<file path="src/rtl/fsh_defines.vh">
// register map, field positions, reset values and counts for the fault supervisor
// assumes a 32-bit apb slave with byte addresses and one word per register
`ifndef FSH_DEFINES_VH
`define FSH_DEFINES_VH

// register byte offsets
`define FSH_CTRL_OFS 8'h00
`define FSH_STAT_OFS 8'h04
`define FSH_REF_OFS 8'h08

// control register fields and reset value
`define FSH_CTRL_EN_BIT 0
`define FSH_CTRL_RST 1'b1

// status register fields
`define FSH_ST_STATE_LSB 0
`define FSH_ST_FAIL_LSB 3
`define FSH_ST_PG_BIT 6
`define FSH_ST_UV_BIT 7
`define FSH_ST_OV_BIT 8
`define FSH_ST_OC_BIT 9
`define FSH_ST_BLANK_BIT 10
`define FSH_ST_CROW_BIT 11
`define FSH_ST_PIN_BIT 12
`define FSH_ST_START_BIT 13

// reference register fields
`define FSH_REF_CUR_LSB 0
`define FSH_REF_TGT_LSB 8

// phase-clock counts and the overcurrent failure limit
`define FSH_SS_CYCLES 12'd2048
`define FSH_WAIT_CYCLES 12'd2048
`define FSH_MAX_FAIL 3'd7
`define FSH_REF_STEP_TICKS 1'b1

// identification code that requests shutdown
`define FSH_VID_OFF 5'h1F

`endif

</file>
<file path="src/rtl/fsh_sync.v">
// two-flop synchroniser for a group of independent level inputs
// assumes every bit is a slow level, no bus coherence is needed
`default_nettype none

module fsh_sync #(
	parameter WIDTH = 1
) (
	input wire clk,
	input wire rst_n,
	input wire [WIDTH-1:0] async_in,
	output wire [WIDTH-1:0] sync_out
);

	reg [WIDTH-1:0] meta_q;
	reg [WIDTH-1:0] sync_q;

	// first stage feeds only the second stage
	always @(posedge clk or negedge rst_n) begin
		if (!rst_n) begin
			meta_q <= {WIDTH{1'b0}};
			sync_q <= {WIDTH{1'b0}};
		end else begin
			meta_q <= async_in;
			sync_q <= meta_q;
		end
	end

	assign sync_out = sync_q;

endmodule

`default_nettype wire

</file>
<file path="src/rtl/fsh_supervisor.v">
// fault supervisor: power-good, pwm tri-state / low drive, crowbar, hiccup retries
// assumes comparator results and the phase clock arrive as asynchronous levels
//
// The APB interface to the registers and the address map are this design's own decisions.
`default_nettype none
`include "fsh_defines.vh"

// What this block does
// - power-good low from reset, high above undervolt
// - soft-start power-good needs no overcurrent fault
// - once high, drops only on undervolt or fault
// - undervolt threshold tracks reference plus offset
// - undervolt drops power-good, switching continues
// - on disable, power-good holds until undervolt
// - overvolt drops power-good immediately
// - overvolt drives pwm low until reference, then tri-state
// - recurring overvolt drives pwm low again
// - overvolt asserts crowbar gate output
// - overvolt latches off until enable or bias reset
// - overcurrent compare shuts converter down
// - overcurrent tri-states, waits 2048 ticks, restarts
// - overcurrent active during soft-start, restarts wait
// - seven retries, eighth failure latches off
// - overcurrent latch cleared by enable or bias only
// - good soft-start resumes, clears failure count
// - overcurrent ignored while reference is moving
// - start needs bias, enable, freq-select, valid code
// - soft-start timed by eleven-bit phase counter
// - reference steps one code every two ticks
module fsh_supervisor #(
	parameter [11:0] SS_CYCLES = `FSH_SS_CYCLES,
	parameter [11:0] WAIT_CYCLES = `FSH_WAIT_CYCLES
) (
	input wire pclk,
	input wire presetn,
	input wire psel,
	input wire penable,
	input wire pwrite,
	input wire [7:0] paddr,
	input wire [31:0] pwdata,
	output wire [31:0] prdata,
	output wire pready,
	output wire pslverr,
	input wire phase_clk_in,
	input wire por_ok_in,
	input wire enable_ok_in,
	input wire freq_select_disable_in,
	input wire [4:0] voltage_id_code,
	input wire undervolt_flag,
	input wire overvolt_flag,
	input wire overcurrent_flag,
	input wire at_reference_in,
	input wire power_ok_i,
	output wire power_ok_o,
	output wire power_ok_oe,
	output wire pwm_tristate_out,
	output wire pwm_low_out,
	output wire crowbar_gate_out,
	output wire [4:0] reference_code_out
);

	// supervisor states
	localparam [2:0] ST_SHUT = 3'd0;
	localparam [2:0] ST_SS = 3'd1;
	localparam [2:0] ST_RUN = 3'd2;
	localparam [2:0] ST_WAIT = 3'd3;
	localparam [2:0] ST_OCL = 3'd4;
	localparam [2:0] ST_OVL = 3'd5;

	localparam [11:0] SS_LAST = SS_CYCLES - 12'd1;
	localparam [11:0] WAIT_LAST = WAIT_CYCLES - 12'd1;

	// synchronised pin levels
	wire [13:0] raw_w, sync_w;
	wire ph_s, por_s, en_s, fsd_s, uv_s, ov_s, oc_s, atref_s, pin_s;
	wire [4:0] vid_s;

	// comparator and control inputs all pass two flops first
	assign raw_w = {phase_clk_in, por_ok_in, enable_ok_in, freq_select_disable_in,
		undervolt_flag, overvolt_flag, overcurrent_flag, at_reference_in,
		power_ok_i, voltage_id_code};

	fsh_sync #(
		.WIDTH(14)
	) u_sync (
		.clk(pclk),
		.rst_n(presetn),
		.async_in(raw_w),
		.sync_out(sync_w)
	);

	// undervolt_flag high means sense plus offset sits above the reference
	assign {ph_s, por_s, en_s, fsd_s} = sync_w[13:10];
	assign {uv_s, ov_s, oc_s, atref_s, pin_s, vid_s} = sync_w[9:0];

	// registers
	reg ph_prev_q, ctrl_en_q, step_q;
	reg [2:0] state_q, state_d, fail_q, fail_d;
	reg [10:0] cnt_q, cnt_d;
	reg [4:0] ref_q, tgt_q, vid_prev_q;
	reg ovlow_q, ovlow_d, pg_q, pg_d;
	reg pg_oe_q, pg_o_q, hiz_q, low_q, crow_q, pready_q, pslverr_q;
	reg [31:0] prdata_q;

	wire tick, start_ok, rst_cond, blank, oc_eff, acc;

	// one pulse per phase-clock rising edge
	assign tick = ph_s & ~ph_prev_q;

	// bias, enable, freq-select not grounded, code not the off code
	assign start_ok = por_s & en_s & fsd_s & (vid_s != `FSH_VID_OFF) & ctrl_en_q;

	// only enable or bias loss clears a latched fault
	assign rst_cond = ~por_s | ~en_s;

	// overcurrent blanked while the reference is still stepping
	assign blank = (ref_q != tgt_q);
	assign oc_eff = oc_s & ~blank;

	// step one code from cur toward dst
	function [4:0] step_toward;
		input [4:0] cur;
		input [4:0] dst;
		begin
			if (dst > cur) begin
				step_toward = cur + 5'd1;
			end else if (dst < cur) begin
				step_toward = cur - 5'd1;
			end else begin
				step_toward = cur;
			end
		end
	endfunction

	// phase edge history
	always @(posedge pclk or negedge presetn) begin
		if (!presetn) begin
			ph_prev_q <= 1'b0;
		end else begin
			ph_prev_q <= ph_s;
		end
	end

	// reference tracker: new code must hold one tick, then steps every two ticks
	always @(posedge pclk or negedge presetn) begin
		if (!presetn) begin
			ref_q <= 5'h00;
			tgt_q <= 5'h00;
			vid_prev_q <= 5'h00;
			step_q <= 1'b0;
		end else if (state_q == ST_SHUT) begin
			ref_q <= vid_s;
			tgt_q <= vid_s;
			vid_prev_q <= vid_s;
			step_q <= 1'b0;
		end else if (tick) begin
			vid_prev_q <= vid_s;
			if (vid_s == vid_prev_q) begin
				tgt_q <= vid_s;
			end
			if (ref_q != tgt_q) begin
				step_q <= ~step_q;
				if (step_q == `FSH_REF_STEP_TICKS) begin
					ref_q <= step_toward(ref_q, tgt_q);
				end
			end else begin
				step_q <= 1'b0;
			end
		end
	end

	// supervisor next state
	always @* begin
		state_d = state_q;
		cnt_d = cnt_q;
		fail_d = fail_q;
		if (state_q == ST_OVL) begin
			// stays latched while overvolt persists or until reset condition
			if (rst_cond && !ov_s) begin
				state_d = ST_SHUT;
				fail_d = 3'd0;
			end
		end else if (ov_s) begin
			state_d = ST_OVL;
			cnt_d = 11'd0;
		end else begin
			case (state_q)
				ST_SHUT: begin
					fail_d = 3'd0;
					cnt_d = 11'd0;
					if (start_ok) begin
						state_d = ST_SS;
					end
				end
				ST_SS: begin
					if (!start_ok) begin
						state_d = ST_SHUT;
					end else if (oc_eff) begin
						cnt_d = 11'd0;
						if (fail_q == `FSH_MAX_FAIL) begin
							state_d = ST_OCL;
						end else begin
							fail_d = fail_q + 3'd1;
							state_d = ST_WAIT;
						end
					end else if (tick) begin
						if ({1'b0, cnt_q} == SS_LAST) begin
							state_d = ST_RUN;
							fail_d = 3'd0;
							cnt_d = 11'd0;
						end else begin
							cnt_d = cnt_q + 11'd1;
						end
					end
				end
				ST_RUN: begin
					if (!start_ok) begin
						state_d = ST_SHUT;
					end else if (oc_eff) begin
						cnt_d = 11'd0;
						if (fail_q == `FSH_MAX_FAIL) begin
							state_d = ST_OCL;
						end else begin
							fail_d = fail_q + 3'd1;
							state_d = ST_WAIT;
						end
					end
				end
				ST_WAIT: begin
					if (!start_ok) begin
						state_d = ST_SHUT;
					end else if (tick) begin
						if ({1'b0, cnt_q} == WAIT_LAST) begin
							state_d = ST_SS;
							cnt_d = 11'd0;
						end else begin
							cnt_d = cnt_q + 11'd1;
						end
					end
				end
				ST_OCL: begin
					if (rst_cond) begin
						state_d = ST_SHUT;
					end
				end
				default: begin
					state_d = ST_SHUT;
				end
			endcase
		end
	end

	// overvolt low drive: set by overvolt, released at reference level
	always @* begin
		ovlow_d = ovlow_q;
		if (state_d != ST_OVL) begin
			ovlow_d = 1'b0;
		end else if (ov_s) begin
			ovlow_d = 1'b1;
		end else if (atref_s) begin
			ovlow_d = 1'b0;
		end
	end

	// power-good level by state
	always @* begin
		case (state_d)
			ST_SS: pg_d = uv_s;
			ST_RUN: pg_d = uv_s;
			ST_SHUT: pg_d = pg_q & uv_s;
			default: pg_d = 1'b0;
		endcase
	end

	// state, counters and output flops
	always @(posedge pclk or negedge presetn) begin
		if (!presetn) begin
			state_q <= ST_SHUT;
			cnt_q <= 11'd0;
			fail_q <= 3'd0;
			ovlow_q <= 1'b0;
			pg_q <= 1'b0;
			pg_oe_q <= 1'b1;
			pg_o_q <= 1'b0;
			hiz_q <= 1'b1;
			low_q <= 1'b0;
			crow_q <= 1'b0;
		end else begin
			state_q <= state_d;
			cnt_q <= cnt_d;
			fail_q <= fail_d;
			ovlow_q <= ovlow_d;
			pg_q <= pg_d;
			// open drain: enable pulls low, released means high
			pg_oe_q <= ~pg_d;
			pg_o_q <= 1'b0;
			low_q <= ovlow_d;
			hiz_q <= ~ovlow_d & (state_d != ST_SS) & (state_d != ST_RUN);
			crow_q <= (state_d == ST_OVL);
		end
	end

	// apb: one wait state, answer registered
	assign acc = psel & penable & ~pready_q;

	always @(posedge pclk or negedge presetn) begin
		if (!presetn) begin
			pready_q <= 1'b0;
			pslverr_q <= 1'b0;
			prdata_q <= 32'h00000000;
		end else begin
			pready_q <= acc;
			pslverr_q <= 1'b0;
			prdata_q <= 32'h00000000;
			if (acc) begin
				if (paddr == `FSH_CTRL_OFS) begin
					prdata_q[`FSH_CTRL_EN_BIT] <= ctrl_en_q;
				end else if (paddr == `FSH_STAT_OFS) begin
					prdata_q[`FSH_ST_STATE_LSB +: 3] <= state_q;
					prdata_q[`FSH_ST_FAIL_LSB +: 3] <= fail_q;
					prdata_q[`FSH_ST_PG_BIT] <= pg_q;
					prdata_q[`FSH_ST_UV_BIT] <= uv_s;
					prdata_q[`FSH_ST_OV_BIT] <= ov_s;
					prdata_q[`FSH_ST_OC_BIT] <= oc_s;
					prdata_q[`FSH_ST_BLANK_BIT] <= blank;
					prdata_q[`FSH_ST_CROW_BIT] <= crow_q;
					prdata_q[`FSH_ST_PIN_BIT] <= pin_s;
					prdata_q[`FSH_ST_START_BIT] <= start_ok;
				end else if (paddr == `FSH_REF_OFS) begin
					prdata_q[`FSH_REF_CUR_LSB +: 5] <= ref_q;
					prdata_q[`FSH_REF_TGT_LSB +: 5] <= tgt_q;
				end else begin
					pslverr_q <= 1'b1;
				end
			end
		end
	end

	// control register write at the completing edge
	always @(posedge pclk or negedge presetn) begin
		if (!presetn) begin
			ctrl_en_q <= `FSH_CTRL_RST;
		end else if (psel && penable && pready_q && pwrite && paddr == `FSH_CTRL_OFS) begin
			ctrl_en_q <= pwdata[`FSH_CTRL_EN_BIT];
		end
	end

	assign prdata = prdata_q;
	assign pready = pready_q;
	assign pslverr = pslverr_q;
	assign power_ok_o = pg_o_q;
	assign power_ok_oe = pg_oe_q;
	assign pwm_tristate_out = hiz_q;
	assign pwm_low_out = low_q;
	assign crowbar_gate_out = crow_q;
	assign reference_code_out = ref_q;

endmodule

`default_nettype wire

</file>
<file path="config.mk">
export PLATFORM = sky130hd
export DESIGN_NAME = fsh_supervisor
export DESIGN_NICKNAME = d
export VERILOG_FILES = /design/src/rtl/fsh_sync.v /design/src/rtl/fsh_supervisor.v
export VERILOG_INCLUDE_DIRS = /design/src /design/src/rtl
export SDC_FILE = /design/constraint.sdc
export NUM_CORES = 1
export LEC_CHECK = 0
export BUFFER_PORTS_ARGS = -buffer_cell sky130_fd_sc_hd__buf_2
export CORE_MARGIN = 2
export CORE_UTILIZATION = 25
export CTS_CLUSTER_DIAMETER = 120
export DETAILED_ROUTE_END_ITERATION = 7
export GPL_TIMING_DRIVEN = 1
export PLACE_DENSITY = 0.5
export SLEW_MARGIN = 40
export SYNTH_ARGS = -nofsm -noshare
export SYNTH_HDL_FRONTEND = slang
export SYNTH_HIERARCHICAL = 1
export SYNTH_SLANG_ARGS = --single-unit
</file>
<file path="constraint.sdc">
create_clock -name pclk -period 3.4 [get_ports pclk]
set_input_delay 0.17 -clock pclk [delete_from_list [all_inputs] [get_ports pclk]]
set_output_delay 0.17 -clock pclk [all_outputs]
set_load 0.005 [all_outputs]
</file>
# --- Word level (Yosys, flattened, before mapping) ---
# Cells that the tools add are included.
word_totals:
  register_bits: 84
  word_cells: 163
classes:
  reduce_logical: 21
  bitwise: 21
  n_lt_le_gt_ge: 2
  n_eq_ne: 29
  addsub: 4
  n_mux: 67
op_table:
  columns: ["op", "count"]
  rows:
  - ["$mux W11", 8]
  - ["$mux W3", 26]
  - ["$mux W5", 15]
  - ["$pmux W11 S4", 1]
  - ["$ne A3 B2 Y1 const B", 5]
  - ["$pmux W3 S5", 1]
  - ["$mux W14", 1]
  - ["$mux W13", 1]
  - ["$eq A3 B3 Y1 const B", 4]
  - ["$mux W1", 12]
  - ["$ne A3 B3 Y1 const B", 4]
  - ["$add A11 B1 Y11 const B", 1]
  - ["$and A1 B1 Y1", 11]
  - ["$eq A11 B11 Y1 const B", 1]
  - ["$eq A3 B2 Y1 const B", 3]
  - ["$not A1 Y1", 9]
  - ["$pmux W3 S3", 1]
  - ["$eq A8 B3 Y1 const B", 1]
  - ["$eq A8 B4 Y1 const B", 1]
  - ["$logic_not A8 Y1", 1]
  - ["$ne A4 B4 Y1 const B", 2]
  - ["$reduce_and A8 Y1", 1]
  - ["$reduce_bool A2 Y1", 4]
  - ["$eq A3 B1 Y1 const B", 2]
  - ["23 further kinds", 28]

# --- Longest topological paths before layout ---
logic_depth:
  word_depth: 13
  mapped_depth: 14
  ltp_nobuf: 13

# --- Cells and area by module ---
# The synthesis kept the hierarchy.
modules_own_cells:
  columns: ["module", "cells_each", "seq_area_each_um2", "n_inst", "area_each_um2"]
  rows:
  - ["fsh_supervisor", 310, 1405.1, 1, 3216.8]
  - ["fsh_sync", 28, 700.7, 1, 700.7]

# --- Least setup slack after synthesis ---
# OpenSTA, ideal clock, no wires.
synth_timing:
  path_type: "register -> register"
  startpoint: "register ref_q[2] (netlist: reference_code_out[2])"
  endpoint: "register ref_q[4] (netlist: reference_code_out[4])"
  setup_ns: 0.122
  synth_period_minus_slack_ns: 2.778
  path_buffers: 1
  required_ns: 3.278
  setup_slack_ns: 0.622
  t_arrival_ns: 2.657
  path_stages_with_launch: 14
  cell_sequence: "dfrtp_1 inv_1 ha_1 and3_1 clkbuf_1 and3_1 a31oi_1 inv_1 fa_1 a21o_1 a21oi_1 xnor2_1 mux2i_1 nand2_1"
synth_via:
  elab_chain_cells: 7
  elab_cells_between_ends: 14
synth_lines:
  columns: ["item", "line_no", "source"]
  rows:
  - ["start: declaration", "fsh_supervisor.v:100", "reg [4:0] ref_q, tgt_q, vid_prev_q;"]
  - ["start signal: assignment", "fsh_supervisor.v:152", "ref_q <= vid_s;"]
  - ["start signal: assignment", "fsh_supervisor.v:164", "ref_q <= step_toward(ref_q, tgt_q);"]
  - ["$sub A5 B1 Y5", "fsh_supervisor.v:128", "step_toward = cur - 5'd1;"]
  - ["$mux W5", "fsh_supervisor.v:127", "end else if (dst < cur) begin"]
  - ["$mux W5", "fsh_supervisor.v:125", "if (dst > cur) begin"]
  - ["$mux W5", "fsh_supervisor.v:163", "if (step_q == `FSH_REF_STEP_TICKS) begin"]
  - ["$mux W5", "fsh_supervisor.v:161", "if (ref_q != tgt_q) begin"]
  - ["$mux W5", "fsh_supervisor.v:156", "end else if (tick) begin"]
  - ["$mux W5", "fsh_supervisor.v:151", "end else if (state_q == ST_SHUT) begin"]
# Parallel ways exist; a longest one is shown, timed or not. The select of a mux whose other input is x is not followed.
# A chain may end at the register's enable or synchronous reset.

# --- Worst setup path in the final report ---
layout_timing:
  startpoint: "register ref_q[4] (netlist: reference_code_out[4])"
  endpoint: "register ref_q[4] (netlist: reference_code_out[4])"
# The elaborated chain is that of the path after synthesis.

==> results.md <==
* Critical path peak fanout at 7
* Hold WC Path Type: input port to flop
* Count of cell types in the netlist at 54
* Drt drc at 0
* Hpwl dp at 6.14 mm
* Top-area cell type share of the netlist area at 51.7%
* Synth Cell Area at 3920 um2
* Leak pwr at 2.21 nW
* Layout cells sized above 1 at 25.3%
* Setup crit start kind: flop
* # resized after CTS at 0
* Worst-Margin Slew at 0.718 ns
* Placed Area at 4360 um2
* Minimum clock period after layout at 2.99 ns
* Multi-input logic area at 1640 um2
* Critical path buffers and inverters at 2
* Number of synthesized flops with an enable pin at 0
* CTS Sinks at 84
* Cell family with the largest share of critical-path delay: adder cells
* Ant diodes at 0
* Reg2reg path depth at 12
* Reported max-cap violation count at 0
* Initial antenna violation count at 0
* Skew-Pair Late Insertion Delay at 0.35 ns
* Post-DR wirelength/cell at 13.6 um
* Synth area leader: dfrtp_1
* Vias in the first global route at 2850
* Slowest CP cell: fa_1
* H-tree depth at 3
* Synth Flop Type: dfrtp_1
* Nets at 480
* CP required at 3.63 ns
* Pwr/cell area at 620 nW/um2
* Ys Warns at 6
* Worst path max stage delay at 0.43 ns
* Top post-synthesis cells by area: dfrtp_1 52%, buf_4 3.6%, ha_1 3.2%, mux2_2 3.2%, xnor2_1 2.9%
* First-pass GRT wire length at 14.4 mm
* Total die area at 16700 um2
* Port Buffer Count at 52
* Clk slew on worst S/H paths at 0.06 ns
* Largest net degree at the start of global routing at 85
* Gr usage total at 11.3%
* Final setup violation count at 0
* Post-synthesis sequential area ratio at 53.8%
* Arrival time worst endpoint at 3.22 ns
* Worst-path cell chain: inv_1 -> ha_1 -> and3_1 -> and3_1 -> a31oi_1 -> inv_1 -> fa_1 -> a21o_1 -> a21oi_1 -> xnor2_1 -> mux2i_1 -> nand2_1
* Cell count after synthesis at 338
* R2r startpoint: reference_code_out[4]$_DFFE_PN0P_
* Fillers at 1549
* Post-DRT Antenna Nets at 0
* Total negative slack at 0 ns
* RSZ-0062 raised after global routing: no
* Root Buffer: clkbuf_16
* Hold buffers post-CTS at 15
* Avg Cell Area, Syn at 11.6 um2
* Design Area, Final at 4850 um2
* Worst Skew at 0.00514 ns
* RR Endpoint: reference_code_out[4]$_DFFE_PN0P_
* CTS tree: done
* Vias at 2707
* I/O pin count at 103
* Final global-route overflow total at 0
* Starting Density at 25.7%
* DIE WIDTH at 129 um
* WHS Path Cells at 2
* Area Growth Syn to Fin at 23.9%
* Max-slew violations at 0
* Std cell rows at 45
* Hold Path End: ctrl_en_q$_DFFE_PN1P_
* Top-count cell post-synth: dfrtp_1
* Status: finished, final reports clean
* Post-DR vias/cell at 4.32
* Fmax at 335 MHz
* Crit end category: flop
* Final Hold Vio Count at 0
* Die Y at 129 um
* GPL Wtd Cong at 0.810
* Kind of critical path: flop to flop
* FF-to-FF setup slack at 0.41 ns
* Peak VDD IR at 0.264 mV
* Core Box Area at 15300 um2
* Async SR Flop Fraction at 100%
* Post-CTS setup buffer count at 0
* Worst Min Path Start: pwdata[0]
* Routed wire length at 8.49 mm
* Detailed Route Iter0 Violations at 112
* Synthesized flop and latch total at 84
* TritonRoute pass-1 iters at 4
* Total CTS buffers at 9
* Number of buffers on the longest clock path at 2
* Fin crit share at 87.9%
* Post-synth top cells: 81 x dfrtp_1, 28 x nor2_1, 19 x buf_4, 19 x nand2_1, 14 x inv_1
* Register area at 2110 um2
* Worst relative slew slack at 51.9%
[registers in the layout (all words and copies together), names as in the netlist, 3 cells and up]
register	flops
cnt_q	11
fail_q	3
prdata	14
reference_code_out	5
state_q	3
tgt_q	5
u_sync/meta_q	14
u_sync/sync_out	14
vid_prev_q	5
[per-layer routing]
metal,wire [um],vias to the layer above,track usage (%)
li1,-,1304,-
met1,3750,1327,13.9
met2,4140,60,18.1
met3,432,16,3.76
met4,170,0,4.60
met5,0,-,0
[report_power, final]
group          switching (W)  internal [W]  total [W]
clock               0.000398      0.000719    0.00112
sequential         0.0000706       0.00109    0.00116
combinational       0.000387      0.000347   0.000733
[cell type report]
class                      count  share of cell area, %
timing repair buffer          72                   9.41
sequential                    84                   43.4
inverter                      14                   1.08
tap                          211                   5.44
multi-input combinational    229                   33.7
clock buffer                  10                   4.72
clock inverter                 6                   2.29
[placed cells by master (no fill, tap or decap), types with 9 or more instances in the layout]
master	n
a21oi_1	12
a22o_1	9
buf_2	51
clkbuf_16	9
conb_1	19
dfrtp_1	81
dlygate4sd3_1	15
ha_1	10
inv_1	14
mux2_2	11
nand2_1	19
nor2_1	28
xnor2_1	13
[cells by family (layout without fill, tap and decap cells)]
logic type      after synthesis  after routing  synth area share [%]
buf+inv                      43            102                  6.23
fa+ha+maj                    11             11                  3.70
compound gates               63             63                  13.1
mux                          16             16                  4.44
xor+xnor                     19             19                  4.25
other cells                   1             19                0.0957
flops                        84             84                  53.8
simple gates                101            101                  14.5
[worst max path at each step]
stage / startpoint / end / slack (ns) / cells after the start
6_report: reference_code_out[4]$_DFFE_PN0P_ / reference_code_out[4]$_DFFE_PN0P_ / 0.41 / 12
5_1_grt: reference_code_out[4]$_DFFE_PN0P_ / reference_code_out[4]$_DFFE_PN0P_ / 0.18 / 12
4_1_cts: reference_code_out[4]$_DFFE_PN0P_ / reference_code_out[4]$_DFFE_PN0P_ / 0.40 / 12
3_5_place_dp: reference_code_out[4]$_DFFE_PN0P_ / reference_code_out[4]$_DFFE_PN0P_ / 0.41 / 12
3_3_place_gp: reference_code_out[4]$_DFFE_PN0P_ / reference_code_out[4]$_DFFE_PN0P_ / 0.42 / 12
2_1_floorplan: reference_code_out[2]$_DFFE_PN0P_ / reference_code_out[4]$_DFFE_PN0P_ / 0.62 / 13
[through the flow]
step,hold WS (ns),utilization [%],total power (W),std cells,setup WS [ns]
after global routing,0.0586,31.8,0.00321,626,0.178
after CTS,0.0516,31.8,0.00306,626,0.401
after detailed placement,0.280,28.6,0.00191,595,0.412
final,0.0577,31.8,0.00301,626,0.411
after global placement,0.280,28.6,0.00188,595,0.417
after floorplan,-0.126,-,0.00169,356,0.622
Note: power is estimated with default switching activity, not from simulation.
